File: src/hw/agu_pkg.sv
package agu_pkg;

   // ---------------------------------------------------------------
   // Register map
   // ---------------------------------------------------------------
   localparam logic [7:0] X_START_OFS = 8'h00;
   localparam logic [7:0] X_END_OFS = 8'h04;
   localparam logic [7:0] Y_START_OFS = 8'h08;
   localparam logic [7:0] Y_END_OFS = 8'h0c;
   localparam logic [7:0] MODE_CTRL_OFS = 8'h10;
   localparam logic [7:0] PIVOT_CTRL_OFS = 8'h14;
   localparam logic [7:0] STATUS_OFS = 8'h18;

   // ---------------------------------------------------------------
   // Field positions
   // ---------------------------------------------------------------
   localparam int X_SEL_LSB = 0;
   localparam int Y_SEL_LSB = 4;
   localparam int B_SEL_LSB = 8;
   localparam int Y_EN_BIT = 14;
   localparam int X_EN_BIT = 15;
   localparam int B_EN_BIT = 15;
   localparam int ST_WRAP_BIT = 16;
   localparam int ST_BREV_BIT = 17;
   localparam int ST_ILLEGAL_BIT = 18;

   // ---------------------------------------------------------------
   // Reset values and codes
   // ---------------------------------------------------------------
   localparam logic [15:0] MODE_CTRL_RST = 16'h0fff;
   localparam logic [15:0] PIVOT_CTRL_RST = 16'h0000;
   localparam logic [15:0] BOUND_RST = 16'h0000;
   localparam logic [3:0] SEL_NONE = 4'hf;
   localparam logic [3:0] STACK_PTR = 4'hf;
   localparam logic [3:0] DSP_X_LO = 4'h8;
   localparam logic [3:0] DSP_X_IX = 4'h9;
   localparam logic [3:0] DSP_Y_LO = 4'ha;
   localparam logic [3:0] DSP_Y_IX = 4'hb;
   localparam logic [1:0] RESP_OKAY = 2'h0;
   localparam logic [1:0] RESP_SLVERR = 2'h2;

   typedef enum logic [1:0] {
      AM_INDIRECT = 2'h0,
      AM_POST = 2'h1,
      AM_PRE = 2'h2,
      AM_INDEXED = 2'h3
   } addr_mode_t;

endpackage

File: src/hw/circular_wrap.sv
`timescale 1ns/100ps
`default_nettype none
module circular_wrap #(
   parameter int W = 16
) (
   input wire logic enable,
   input wire logic up,
   input wire logic word_only,
   input wire logic [W-1:0] start_addr,
   input wire logic [W-1:0] end_addr,
   input wire logic [W-1:0] next_addr,
   output logic [W-1:0] corrected,
   output logic wrapped
);

   logic [W:0] len;
   logic [W-1:0] fixed;

   always_comb begin
      // length from bounds
      // one word past end
      len = {1'b0, end_addr} - {1'b0, start_addr} + {{(W-1){1'b0}}, 2'b10};
      fixed = next_addr;
      wrapped = 1'b0;
      // beyond bound, not only equal
      // both boundaries checked
      if (enable && up && next_addr > end_addr) begin
         fixed = next_addr - len[W-1:0];
         wrapped = 1'b1;
      end else if (enable && !up && next_addr < start_addr) begin
         fixed = next_addr + len[W-1:0];
         wrapped = 1'b1;
      end
      corrected = fixed;
      // y space word aligned
      if (enable && word_only) begin
         corrected[0] = 1'b0;
      end
   end

endmodule
`default_nettype wire

File: src/hw/dsp_address_generation_unit.sv
// Decided for this implementation: the register addresses and the AXI4-Lite register port.
`timescale 1ns/100ps
`default_nettype none
//Contract
// Dual-source pointers W8-W11, split X/Y
// Dual-source indexed only W9 and W11
// Dual-source modes indirect, post 2/4/6, indexed
// One circular buffer per space, any pointer
// Power-of-two buffers checked at both bounds
// Length from 16-bit start and end
// Y circular addresses keep LSB clear
// X circular needs select not 1111, bit15
// Y circular needs select not 1111, bit14
// Crossing past bound still wraps correctly
// Write back only for pre/post modify
// Bit reversal X space writes only
// Only modifier bit order is reversed
// Bit reversal enables; never stack pointer
// Software aligns bit-reversed buffer start
// 15-bit pivot scaled to bytes
// Bit reversal only word pre/post increment
// Pivot replaces mode offset, LSB clear
// Bit reversal beats circular on writes
// Software avoids read after pivot rewrite
// Index maps to its bit mirror
// Wrap subtracts or adds buffer length
module dsp_address_generation_unit
   import agu_pkg::*;
#(
   parameter int AW = 16
) (
   input wire logic aclk,
   input wire logic aresetn,
   input wire logic [7:0] s_axi_awaddr,
   input wire logic s_axi_awvalid,
   output logic s_axi_awready,
   input wire logic [31:0] s_axi_wdata,
   input wire logic [3:0] s_axi_wstrb,
   input wire logic s_axi_wvalid,
   output logic s_axi_wready,
   output logic [1:0] s_axi_bresp,
   output logic s_axi_bvalid,
   input wire logic s_axi_bready,
   input wire logic [7:0] s_axi_araddr,
   input wire logic s_axi_arvalid,
   output logic s_axi_arready,
   output logic [31:0] s_axi_rdata,
   output logic [1:0] s_axi_rresp,
   output logic s_axi_rvalid,
   input wire logic s_axi_rready,
   input wire logic req_valid,
   input wire logic req_dsp,
   input wire logic [3:0] req_ptr,
   input wire logic [AW-1:0] req_ptr_value,
   input wire logic [1:0] req_mode,
   input wire logic [AW-1:0] req_modifier,
   input wire logic req_write,
   input wire logic req_byte,
   input wire logic req_y_space,
   output logic rsp_valid,
   output logic [AW-1:0] rsp_addr,
   output logic rsp_y_space,
   output logic rsp_wb_en,
   output logic [AW-1:0] rsp_wb_value,
   output logic rsp_illegal
);

   // ---------------------------------------------------------------
   // Register file
   // ---------------------------------------------------------------
   logic [15:0] x_circular_buffer_start_r;
   logic [15:0] x_circular_buffer_end_r;
   logic [15:0] y_circular_buffer_start_r;
   logic [15:0] y_circular_buffer_end_r;
   logic [15:0] addressing_mode_control_r;
   logic [15:0] bit_reverse_pivot_control_r;
   logic [15:0] last_addr_r;
   logic last_wrap_r;
   logic last_brev_r;
   logic last_illegal_r;

   logic aw_got_r;
   logic w_got_r;
   logic [7:0] aw_addr_r;
   logic [31:0] w_data_r;
   logic [3:0] w_strb_r;
   logic awready_r;
   logic wready_r;
   logic bvalid_r;
   logic [1:0] bresp_r;
   logic arready_r;
   logic rvalid_r;
   logic [31:0] rdata_r;
   logic [1:0] rresp_r;

   logic do_write;
   logic write_hit;

   assign s_axi_awready = awready_r;
   assign s_axi_wready = wready_r;
   assign s_axi_bvalid = bvalid_r;
   assign s_axi_bresp = bresp_r;
   assign s_axi_arready = arready_r;
   assign s_axi_rvalid = rvalid_r;
   assign s_axi_rdata = rdata_r;
   assign s_axi_rresp = rresp_r;

   assign do_write = aw_got_r && w_got_r && !bvalid_r;
   assign write_hit = aw_addr_r <= STATUS_OFS && aw_addr_r[1:0] == 2'b00;

   function automatic logic [15:0] merge(input logic [15:0] old, input logic [31:0] d, input logic [3:0] s);
      logic [15:0] r;
      r = old;
      if (s[0]) begin
         r[7:0] = d[7:0];
      end
      if (s[1]) begin
         r[15:8] = d[15:8];
      end
      return r;
   endfunction

   // ---------------------------------------------------------------
   // Write channels
   // ---------------------------------------------------------------
   // Address and data taken in either order; answer follows both
   always_ff @(posedge aclk) begin
      if (!aresetn) begin
         aw_got_r <= 1'b0;
         w_got_r <= 1'b0;
         aw_addr_r <= 8'h00;
         w_data_r <= 32'h0000_0000;
         w_strb_r <= 4'h0;
         awready_r <= 1'b1;
         wready_r <= 1'b1;
         bvalid_r <= 1'b0;
         bresp_r <= RESP_OKAY;
      end else begin
         if (s_axi_awvalid && awready_r) begin
            aw_got_r <= 1'b1;
            aw_addr_r <= s_axi_awaddr;
            awready_r <= 1'b0;
         end
         if (s_axi_wvalid && wready_r) begin
            w_got_r <= 1'b1;
            w_data_r <= s_axi_wdata;
            w_strb_r <= s_axi_wstrb;
            wready_r <= 1'b0;
         end
         if (do_write) begin
            aw_got_r <= 1'b0;
            w_got_r <= 1'b0;
            bvalid_r <= 1'b1;
            bresp_r <= write_hit ? RESP_OKAY : RESP_SLVERR;
         end
         if (bvalid_r && s_axi_bready) begin
            bvalid_r <= 1'b0;
            awready_r <= 1'b1;
            wready_r <= 1'b1;
         end
      end
   end

   always_ff @(posedge aclk) begin
      if (!aresetn) begin
         x_circular_buffer_start_r <= BOUND_RST;
         x_circular_buffer_end_r <= BOUND_RST;
         y_circular_buffer_start_r <= BOUND_RST;
         y_circular_buffer_end_r <= BOUND_RST;
         addressing_mode_control_r <= MODE_CTRL_RST;
         bit_reverse_pivot_control_r <= PIVOT_CTRL_RST;
      end else if (do_write) begin
         case (aw_addr_r)
            X_START_OFS: begin
               x_circular_buffer_start_r <= merge(x_circular_buffer_start_r, w_data_r, w_strb_r);
            end
            X_END_OFS: begin
               x_circular_buffer_end_r <= merge(x_circular_buffer_end_r, w_data_r, w_strb_r);
            end
            Y_START_OFS: begin
               y_circular_buffer_start_r <= merge(y_circular_buffer_start_r, w_data_r, w_strb_r);
            end
            Y_END_OFS: begin
               y_circular_buffer_end_r <= merge(y_circular_buffer_end_r, w_data_r, w_strb_r);
            end
            MODE_CTRL_OFS: begin
               addressing_mode_control_r <= merge(addressing_mode_control_r, w_data_r, w_strb_r);
            end
            PIVOT_CTRL_OFS: begin
               bit_reverse_pivot_control_r <= merge(bit_reverse_pivot_control_r, w_data_r, w_strb_r);
            end
            default: begin
            end
         endcase
      end
   end

   // ---------------------------------------------------------------
   // Read channel
   // ---------------------------------------------------------------
   always_ff @(posedge aclk) begin
      if (!aresetn) begin
         arready_r <= 1'b1;
         rvalid_r <= 1'b0;
         rdata_r <= 32'h0000_0000;
         rresp_r <= RESP_OKAY;
      end else begin
         if (s_axi_arvalid && arready_r) begin
            arready_r <= 1'b0;
            rvalid_r <= 1'b1;
            rresp_r <= RESP_OKAY;
            case (s_axi_araddr)
               X_START_OFS: rdata_r <= {16'h0000, x_circular_buffer_start_r};
               X_END_OFS: rdata_r <= {16'h0000, x_circular_buffer_end_r};
               Y_START_OFS: rdata_r <= {16'h0000, y_circular_buffer_start_r};
               Y_END_OFS: rdata_r <= {16'h0000, y_circular_buffer_end_r};
               MODE_CTRL_OFS: rdata_r <= {16'h0000, addressing_mode_control_r};
               PIVOT_CTRL_OFS: rdata_r <= {16'h0000, bit_reverse_pivot_control_r};
               STATUS_OFS: rdata_r <= {13'h0000, last_illegal_r, last_brev_r, last_wrap_r, last_addr_r};
               default: begin
                  rdata_r <= 32'h0000_0000;
                  rresp_r <= RESP_SLVERR;
               end
            endcase
         end
         if (rvalid_r && s_axi_rready) begin
            rvalid_r <= 1'b0;
            arready_r <= 1'b1;
         end
      end
   end

   // ---------------------------------------------------------------
   // Address calculation
   // ---------------------------------------------------------------
   logic [3:0] x_sel;
   logic [3:0] y_sel;
   logic [3:0] b_sel;
   logic x_space;
   logic up;
   logic modifies;
   logic illegal;
   logic x_circ_on;
   logic y_circ_on;
   logic brev_on;
   logic [AW-1:0] sum;
   logic [AW-1:0] mag;
   logic [AW-1:0] brev_next;
   logic [AW-1:0] x_fixed;
   logic [AW-1:0] y_fixed;
   logic x_wrapped;
   logic y_wrapped;
   logic [AW-1:0] new_ptr;
   logic [AW-1:0] ea;
   logic wrapped;

   function automatic logic [AW-1:0] mirror(input logic [AW-1:0] v);
      logic [AW-1:0] r;
      r = '0;
      for (int i = 0; i < AW; i++) begin
         r[i] = v[AW-1-i];
      end
      return r;
   endfunction

   assign x_sel = addressing_mode_control_r[X_SEL_LSB +: 4];
   assign y_sel = addressing_mode_control_r[Y_SEL_LSB +: 4];
   assign b_sel = addressing_mode_control_r[B_SEL_LSB +: 4];

   always_comb begin
      // W8/W9 to X, W10/W11 to Y
      x_space = req_dsp ? (req_ptr == DSP_X_LO || req_ptr == DSP_X_IX) : !req_y_space;
      up = !req_modifier[AW-1];
      mag = up ? req_modifier : AW'(-req_modifier);
      modifies = req_mode == AM_PRE || req_mode == AM_POST;
      illegal = 1'b0;
      if (req_dsp) begin
         // only W8 through W11
         if (req_ptr < DSP_X_LO || req_ptr > DSP_Y_IX) begin
            illegal = 1'b1;
         end
         // indexed through W9 or W11
         if (req_mode == AM_INDEXED && req_ptr != DSP_X_IX && req_ptr != DSP_Y_IX) begin
            illegal = 1'b1;
         end
         // no pre-modify, post by 2/4/6
         if (req_mode == AM_PRE) begin
            illegal = 1'b1;
         end
         if (req_mode == AM_POST && mag != AW'(2) && mag != AW'(4) && mag != AW'(6)) begin
            illegal = 1'b1;
         end
      end
      sum = req_ptr_value + req_modifier;
      // one select field per space
      // x select and enable
      x_circ_on = addressing_mode_control_r[X_EN_BIT] && x_sel != SEL_NONE && req_ptr == x_sel && x_space;
      // y select and enable
      y_circ_on = addressing_mode_control_r[Y_EN_BIT] && y_sel != SEL_NONE && req_ptr == y_sel && !x_space;
      // enables, never stack pointer
      // x space writes only
      // word pre/post increment only
      brev_on = bit_reverse_pivot_control_r[B_EN_BIT] && b_sel != SEL_NONE && req_ptr == b_sel
         && req_ptr != STACK_PTR && x_space && req_write && !req_byte && modifies && up;
      // only modifier mirrored
      // pivot scaled to bytes
      // pivot replaces mode offset
      // bit-mirrored carry path
      brev_next = mirror(mirror(req_ptr_value) + mirror({bit_reverse_pivot_control_r[14:0], 1'b0}));
      brev_next[0] = 1'b0;
   end

   circular_wrap #(
      .W(AW)
   ) u_x_wrap (
      .enable(x_circ_on && req_mode != AM_INDIRECT),
      .up(up),
      .word_only(1'b0),
      .start_addr(x_circular_buffer_start_r),
      .end_addr(x_circular_buffer_end_r),
      .next_addr(sum),
      .corrected(x_fixed),
      .wrapped(x_wrapped)
   );

   // y space word sized
   circular_wrap #(
      .W(AW)
   ) u_y_wrap (
      .enable(y_circ_on && req_mode != AM_INDIRECT),
      .up(up),
      .word_only(1'b1),
      .start_addr(y_circular_buffer_start_r),
      .end_addr(y_circular_buffer_end_r),
      .next_addr(sum),
      .corrected(y_fixed),
      .wrapped(y_wrapped)
   );

   always_comb begin
      wrapped = x_space ? x_wrapped : y_wrapped;
      new_ptr = x_space ? x_fixed : y_fixed;
      // bit reversal wins on writes
      if (brev_on) begin
         new_ptr = brev_next;
         wrapped = 1'b0;
      end
      case (req_mode)
         AM_PRE: ea = new_ptr;
         AM_INDEXED: ea = new_ptr;
         default: ea = req_ptr_value;
      endcase
   end

   // ---------------------------------------------------------------
   // Response
   // ---------------------------------------------------------------
   // Registered so decode sees a fixed one-cycle answer
   always_ff @(posedge aclk) begin
      if (!aresetn) begin
         rsp_valid <= 1'b0;
         rsp_addr <= '0;
         rsp_y_space <= 1'b0;
         rsp_wb_en <= 1'b0;
         rsp_wb_value <= '0;
         rsp_illegal <= 1'b0;
      end else begin
         rsp_valid <= req_valid;
         rsp_addr <= ea;
         rsp_y_space <= !x_space;
         // pointer kept for indexed
         rsp_wb_en <= req_valid && modifies && !illegal;
         rsp_wb_value <= new_ptr;
         rsp_illegal <= req_valid && illegal;
      end
   end

   always_ff @(posedge aclk) begin
      if (!aresetn) begin
         last_addr_r <= 16'h0000;
         last_wrap_r <= 1'b0;
         last_brev_r <= 1'b0;
         last_illegal_r <= 1'b0;
      end else if (req_valid) begin
         last_addr_r <= ea;
         last_wrap_r <= wrapped;
         last_brev_r <= brev_on;
         last_illegal_r <= illegal;
      end
   end

endmodule
`default_nettype wire

File: config.mk
export PLATFORM = sky130hd
export DESIGN_NAME = dsp_address_generation_unit
export DESIGN_NICKNAME = d
export VERILOG_FILES = /design/src/hw/agu_pkg.sv /design/src/hw/circular_wrap.sv /design/src/hw/dsp_address_generation_unit.sv
export SDC_FILE = /design/constraint.sdc
export NUM_CORES = 1
export LEC_CHECK = 0
export BUFFER_PORTS_ARGS = -buffer_cell sky130_fd_sc_hd__buf_2
export CORE_MARGIN = 4
export CORE_UTILIZATION = 40
export CTS_CLUSTER_DIAMETER = 50
export DETAILED_ROUTE_END_ITERATION = 7
export GPL_ROUTABILITY_DRIVEN = 1
export MAX_ROUTING_LAYER = met4
export SLEW_MARGIN = 10
export SYNTH_ARGS = -nofsm -noshare
export SYNTH_HDL_FRONTEND = slang
export SYNTH_HIERARCHICAL = 1
export SYNTH_SLANG_ARGS = --single-unit
File: constraint.sdc
create_clock -name aclk -period 8.4 [get_ports aclk]
set_input_delay 2.52 -clock aclk [delete_from_list [all_inputs] [get_ports aclk]]
set_output_delay 2.52 -clock aclk [all_outputs]
set_load 0.01 [all_outputs]
## Yosys cells after proc, flatten, opt, wreduce, memory -nomap -nowiden

Index checks and enable logic that the tools add are counted.

| word-level totals | value |
|---|---|
| word-level logic and storage cells | 176 |
| output and inout bits | 77 |
| flip-flop bits (word level) | 220 |

| operators by class | value |
|---|---|
| equality and inequality tests | 28 |
| reductions and logical operators | 70 |
| $lt $le $gt $ge | 7 |
| mux-type cells | 24 |
| bitwise logic cells | 1 |
| $add $sub $neg | 11 |

Operators with widths:

| operator | count |
|---|---|
| $pmux 19 s7 | 1 |
| $mux 16 | 8 |
| $sub 16x16->16 | 4 |
| $add 16x16->16 | 3 |
| $eq 8x5->1 const B | 5 |
| $logic_and 1x1->1 | 40 |
| $reduce_and 3->1 | 12 |
| $add 16x2->16 const B | 2 |
| $eq 8x4->1 const B | 4 |
| $gt 16x16->1 | 2 |
| $lt 16x16->1 | 2 |
| $ne 16x3->1 const B | 2 |
| $ne 4x4->1 const B | 6 |
| $eq 8x3->1 const B | 2 |
| $logic_not 8->1 | 2 |
| $ne 16x2->1 const B | 1 |
| $neg 16->16 | 1 |
| $add 15x15->15 | 1 |
| $mux 1 | 13 |
| $eq 4x4->1 | 3 |
| $eq 4x4->1 const B | 2 |
| $le 8x5->1 const B | 1 |
| $reduce_or 2->1 | 4 |
| $reduce_or 7->1 | 1 |
| 10 further kinds | 19 |

## Depth between registers and ports, before layout

| depth | value |
|---|---|
| word-level depth | 14 |
| gate-level depth with buffers | 26 |
| mapped depth without buffers | 25 |

## Cells and area by module

Netlist, hierarchy kept.

Modules (own cells, without submodules):

| module | cells each | sequential area each (µm²) | area each (µm²) | times used |
|---|---|---|---|---|
| dsp_address_generation_unit | 1,209 | 4,103.9 | 10,405.0 | 1 |
| circular_wrap (u_y_wrap) | 446 | 0.0 | 3,360.7 | 1 |
| circular_wrap (u_x_wrap) | 437 | 0.0 | 3,355.7 | 1 |

## Least setup slack after synthesis

OpenSTA, ideal clock, no wires.

| timing path | value |
|---|---|
| path type | in2reg |
| start point | input port req_ptr_value[0] |
| end point | register last_addr_r[10] |
| stages | 24 |
| slack | 1.434 ns |
| library setup time | 0.132 ns |
| data required time | 8.268 ns |
| arrival time | 6.834 ns |
| cell sequence | ha_1 -> inv_1 -> fa_1 -> nor2b_1 -> o31a_1 -> o211ai_1 -> a21oi_1 -> o21ai_0 -> a221oi_1 -> xor2_1 -> ha_1 -> a21o_1 -> a21oi_1 -> o21ai_0 -> o21a_1 -> clkbuf_2 -> buf_2 -> a221o_1 -> a22o_1 -> mux2_2 -> nand2_1 -> nand2_1 -> mux2i_1 -> a21oi_1 |

| between the ends | value |
|---|---|
| word-level cells in the longest chain between the ends | 8 |

RTL lines:

| what | line | source |
|---|---|---|
| from (decl) | dsp_address_generation_unit.sv:54 | `input wire logic [AW-1:0] req_ptr_value,` |
| $add 16x16->16 * | dsp_address_generation_unit.sv:294 | `sum = req_ptr_value + req_modifier;` |
| via sum[14] | dsp_address_generation_unit.sv:246 | `logic [AW-1:0] sum;` |
| $lt 16x16->1 | circular_wrap.sv:30 | `end else if (enable && !up && next_addr < start_addr) begin` |
| $logic_and 1x1->1 | circular_wrap.sv:30 |  |
| $mux 16 | circular_wrap.sv:30 |  |
| $mux 16 * | circular_wrap.sv:27 | `if (enable && up && next_addr > end_addr) begin` |
| via x_fixed[10] | dsp_address_generation_unit.sv:249 | `logic [AW-1:0] x_fixed;` |
| $mux 16 * | dsp_address_generation_unit.sv:342 | `new_ptr = x_space ? x_fixed : y_fixed;` |
| $mux 16 * | dsp_address_generation_unit.sv:344 | `if (brev_on) begin` |
| $mux 16 * | dsp_address_generation_unit.sv:348 | `case (req_mode)` |
| to (signal assigned) | dsp_address_generation_unit.sv:380 | `last_addr_r <= 16'h0000;` |
| to (signal assigned) | dsp_address_generation_unit.sv:385 | `last_addr_r <= ea;` |
| to (decl) | dsp_address_generation_unit.sv:77 | `logic [15:0] last_addr_r;` |

The timed path passes the listed nets; every way through them passes the cells marked *.
A chain may end at the register's enable or synchronous reset.

## Worst setup path in the final report

| timing path | value |
|---|---|
| start point | input port req_modifier[0] |
| end point | register last_addr_r[10] |

| between the ends | value |
|---|---|
| word-level cells in the longest chain between the ends | 8 |

RTL lines:

| what | line | source |
|---|---|---|
| from (decl) | dsp_address_generation_unit.sv:56 | `input wire logic [AW-1:0] req_modifier,` |
| $add 16x16->16 * | dsp_address_generation_unit.sv:294 |  |
| via sum[14] | dsp_address_generation_unit.sv:246 |  |
| $lt 16x16->1 | circular_wrap.sv:30 |  |
| $logic_and 1x1->1 | circular_wrap.sv:30 |  |
| $mux 16 | circular_wrap.sv:30 |  |
| $mux 16 * | circular_wrap.sv:27 |  |
| via y_fixed[10] | dsp_address_generation_unit.sv:250 | `logic [AW-1:0] y_fixed;` |
| $mux 16 * | dsp_address_generation_unit.sv:342 |  |
| $mux 16 * | dsp_address_generation_unit.sv:344 |  |
| $mux 16 * | dsp_address_generation_unit.sv:348 |  |

Marked as above.

==> key figures <==
Power
  – Peak supply drop: between 100 and 150 uV
  – LEAKAGE: ~8.4 nW
  – Cell Pwr Density: between 150 and 200 mW/mm^2

Routing
  – Antenna Nets Post-Route: 0
  – Total wire length: roughly 58,000 um
  – Drt pass-1 iters: 6
  – DR WL/cell: approximately 21 um
  – Number of DRC markers in iteration 0: 1,607
  – Vias post-DR: approximately 16,000
  – DRC errors left: 0
  – Routed vias/inst: around 6

Finish
  – Finished Cell Area: between 0.015 and 0.02 mm^2
  – Area Overhead vs Synth: 10.8%
  – Most frequent cells in the layout: ha_1, nor2_1, dfxtp_1, inv_1, nand2_1
  – Nets: 2,538
  – Multi-input gate area: between 0.01 and 0.015 mm^2
  – # fillers: roughly 4,200
  – Register area: just over 0.004 mm^2
  – Share of cells above drive strength 1: 0.134
  – Ant diodes: 0
  – Most common cell after layout, fill and taps aside: ha_1

Floorplan
  – Die Wd: about 210 um
  – Rows: 75
  – Initial Utilization: 0.406
  – Core region area: 0.0421 mm^2
  – Number of top-level pins: roughly 180
  – Die area: between 0.04 and 0.05 mm^2
  – Die height: ~210 um

Timing
  – Worst rel slew slack: 0.206
  – Fmax: ~0.13 GHz
  – Fin. Hold Viols: 0
  – Slew Viols, Final: 0
  – Setup TNS: 0 ns
  – Period minus WS final: roughly 7.8 ns
  – RSZ-0062 raised after global routing: no
  – Layout Skew: 0.0138 ns
  – Fin crit share: 0.926
  – Worst slew pin tran: roughly 1.2 ns
  – Setup-failing EPs final: 0

Clock network
  – CTS Sinks: between 200 and 250
  – CTS tree: done
  – Post-CTS Hold Buffers: 0
  – Clock Latency Late Sink: about 0.50 ns
  – Setup Buffers After CTS: 0
  – Post-cts gate resize count: 0
  – Root Buffer: clkbuf_16
  – Buffer depth of the longest clock path: 3
  – CTS H-tree depth: 1
  – Clk pin slew, worst setup/hold paths: about 0.07 ns
  – TritonCTS Buffers: 19

Yosys
  – Synth Instances: about 2,100
  – Number of synthesized flops with an enable pin: 0
  – Ys async rst share: 0
  – Sequential-to-total area share from yosys stat: 0.240
  – Post-Syn Area: 0.0171 mm^2
  – Average cell area after synthesis: slightly above 8 um^2
  – Prevailing post-synth register cell: dfxtp_1
  – Yosys cell types: around 110
  – Ys Warns: 6
  – Flop and latch count out of synthesis: between 200 and 250

Placed design
  – Routability congestion estimate: ~0.96
  – Post-DP HPWL: between 40,000 and 50,000 um
  – Placed cell area: 0.0184 mm^2
  – Port bufs: approximately 150

Worst setup path
  – Worst Path Required: roughly 9 ns
  – Critical path startpoint: req_modifier[0]
  – R2R Path Start: x_circular_buffer_start_r[2]$_SDFFE_PN0P_
  – Worst Setup Start Kind: primary input
  – CP Capture Type: flip-flop
  – Worst setup path category: primary input to flip-flop
  – Largest fanout on the critical path: 8
  – Critical path arrival: slightly above 8 ns

Global routing
  – Vias in the first global route: ~15,000
  – Antenna violations before repair: 0
  – GRT overflow: 0
  – Largest net degree at the start of global routing: 90
  – Global-route wire length before repair: 88,600 um
  – Total GRT Usage: 0.244

Worst hold path
  – Hold WC Path Type: flip-flop to flip-flop
  – Hold_sp: s_axi_rdata[10]$_SDFFE_PN0P_

Flow run
  – Max Cap Viol: 0

Status
  – Status: completed
==> where the power goes <==
group          internal [W]  switching (W)
Clock              0.000470       0.000371
Sequential          0.00101      0.0000364
Combinational      0.000409       0.000634
==> kinds of logic (layout without fill, tap and decap cells) <==
kind of cell / after synthesis / count (layout) / share of synthesized area
AND/OR/NAND/NOR: 607 / 607 / 0.166
buffers and inverters: 268 / 380 / 0.0672
AO/OA/AOI/OAI: 573 / 573 / 0.236
XOR/XNOR: 78 / 78 / 0.0399
other: 2 / 17 / 0.000439
flip-flops: 205 / 205 / 0.240
multiplexers: 134 / 134 / 0.0820
adder cells (fa/ha/maj): 225 / 225 / 0.168
==> cell usage after synthesis (7+ instances only) <==
cell        n  area (um^2)
ha_1      217         2720
nor2_1    207          777
dfxtp_1   205         4100
inv_1     162          608
nand2_1   162          608
a21oi_1   158          791
mux2i_1   111         1110
o21ai_0    77          385
nand3_1    56          280
a21o_1     52          390
clkbuf_1   52          195
xnor2_1    52          455
nor3_1     39          195
a221o_1    33          330
a22oi_1    32          240
xor2_1     26          228
o221ai_1   25          219
nand2b_1   24          150
a211oi_1   23          173
buf_4      23          173
mux2_2     20          225
a22o_1     18          158
nor2b_1    18          113
a31oi_1    17          106
and2_1     17          106
buf_2      16         80.1
o21bai_1   15          113
o21a_1     14          105
and3_1     12         75.1
nand4_1    12         75.1
o31ai_1    12         90.1
a221oi_1   11         96.3
fa_1        8          160
o211ai_1    8         60.1
or2_2       8         50.1
buf_1       7         26.3
or4_1       7         52.6
==> worst max-delay path, stage by stage <==
cell,delay (ns)
buf_2,0.14
ha_1,0.21
inv_1,0.07
fa_1,0.40
nor2b_1,0.16
o31a_1,0.19
o211ai_1,0.12
a21oi_1,0.15
o21ai_0,0.14
a221oi_1,0.31
xor2_1,0.57
ha_1,0.24
and3_1,0.18
nand4_1,0.23
or2_1,0.33
o211ai_1,0.35
or2_1,0.37
buf_4,0.21
o221ai_1,0.11
a22o_1,0.20
mux2_2,0.31
nand2_1,0.11
nand2_1,0.08
mux2i_1,0.30
a21oi_1,0.12
==> area by class of cell <==
| class | instances | area share |
|---|---|---|
| multi-input cells | 1634 | 0.630 |
| flip-flops and latches | 205 | 0.216 |
| repair buffers | 187 | 0.0549 |
| well taps | 539 | 0.0356 |
| inverters | 164 | 0.0326 |
| clock buffers | 25 | 0.0278 |
| clock inverters | 4 | 0.00257 |
==> metal layers <==
metal,global-route usage,routed length (um),vias up
met4,0.0447,1100,0
met5,-,0,-
met1,0.341,26900,7776
met3,0.0244,3850,73
met2,0.387,25900,585
li1,-,-,7758
==> flip-flops by register name, summed over array words and instances, names as in the netlist, 2 cells and up <==
name,cells
s_axi_rdata,19
addressing_mode_control_r,16
bit_reverse_pivot_control_r,16
last_addr_r,16
rsp_addr,16
rsp_wb_value,16
w_data_r,16
x_circular_buffer_end_r,16
x_circular_buffer_start_r,16
y_circular_buffer_end_r,16
y_circular_buffer_start_r,16
aw_addr_r,8
w_strb_r,2
==> worst paths after layout <==
path	endpoint	slack [ns]	cells after the start
setup reg to reg	last_addr_r[12]$_SDFFE_PN0P_	2.64	22
hold reg to reg	s_axi_rdata[10]$_SDFFE_PN0P_	0.46	2
hold / removal	s_axi_rdata[10]$_SDFFE_PN0P_	0.46	2
setup / recovery	last_addr_r[10]$_SDFFE_PN0P_	0.62	25
==> metrics by stage <==
step	total power (W)	utilization	hold WS, ns	setup slack [ns]	instances
6_report	0.00293	0.450	0.456	0.620	2758
5_1_grt	0.00309	0.450	0.472	0.354	2758
4_1_cts	0.00293	0.450	0.461	0.728	2758
3_5_place_dp	0.00209	0.436	0.452	0.235	2729
3_3_place_gp	0.00207	0.436	0.445	0.270	2729
2_1_floorplan	0.00174	-	0.425	1.43	2107
Note: power is estimated with default switching activity, not from simulation.
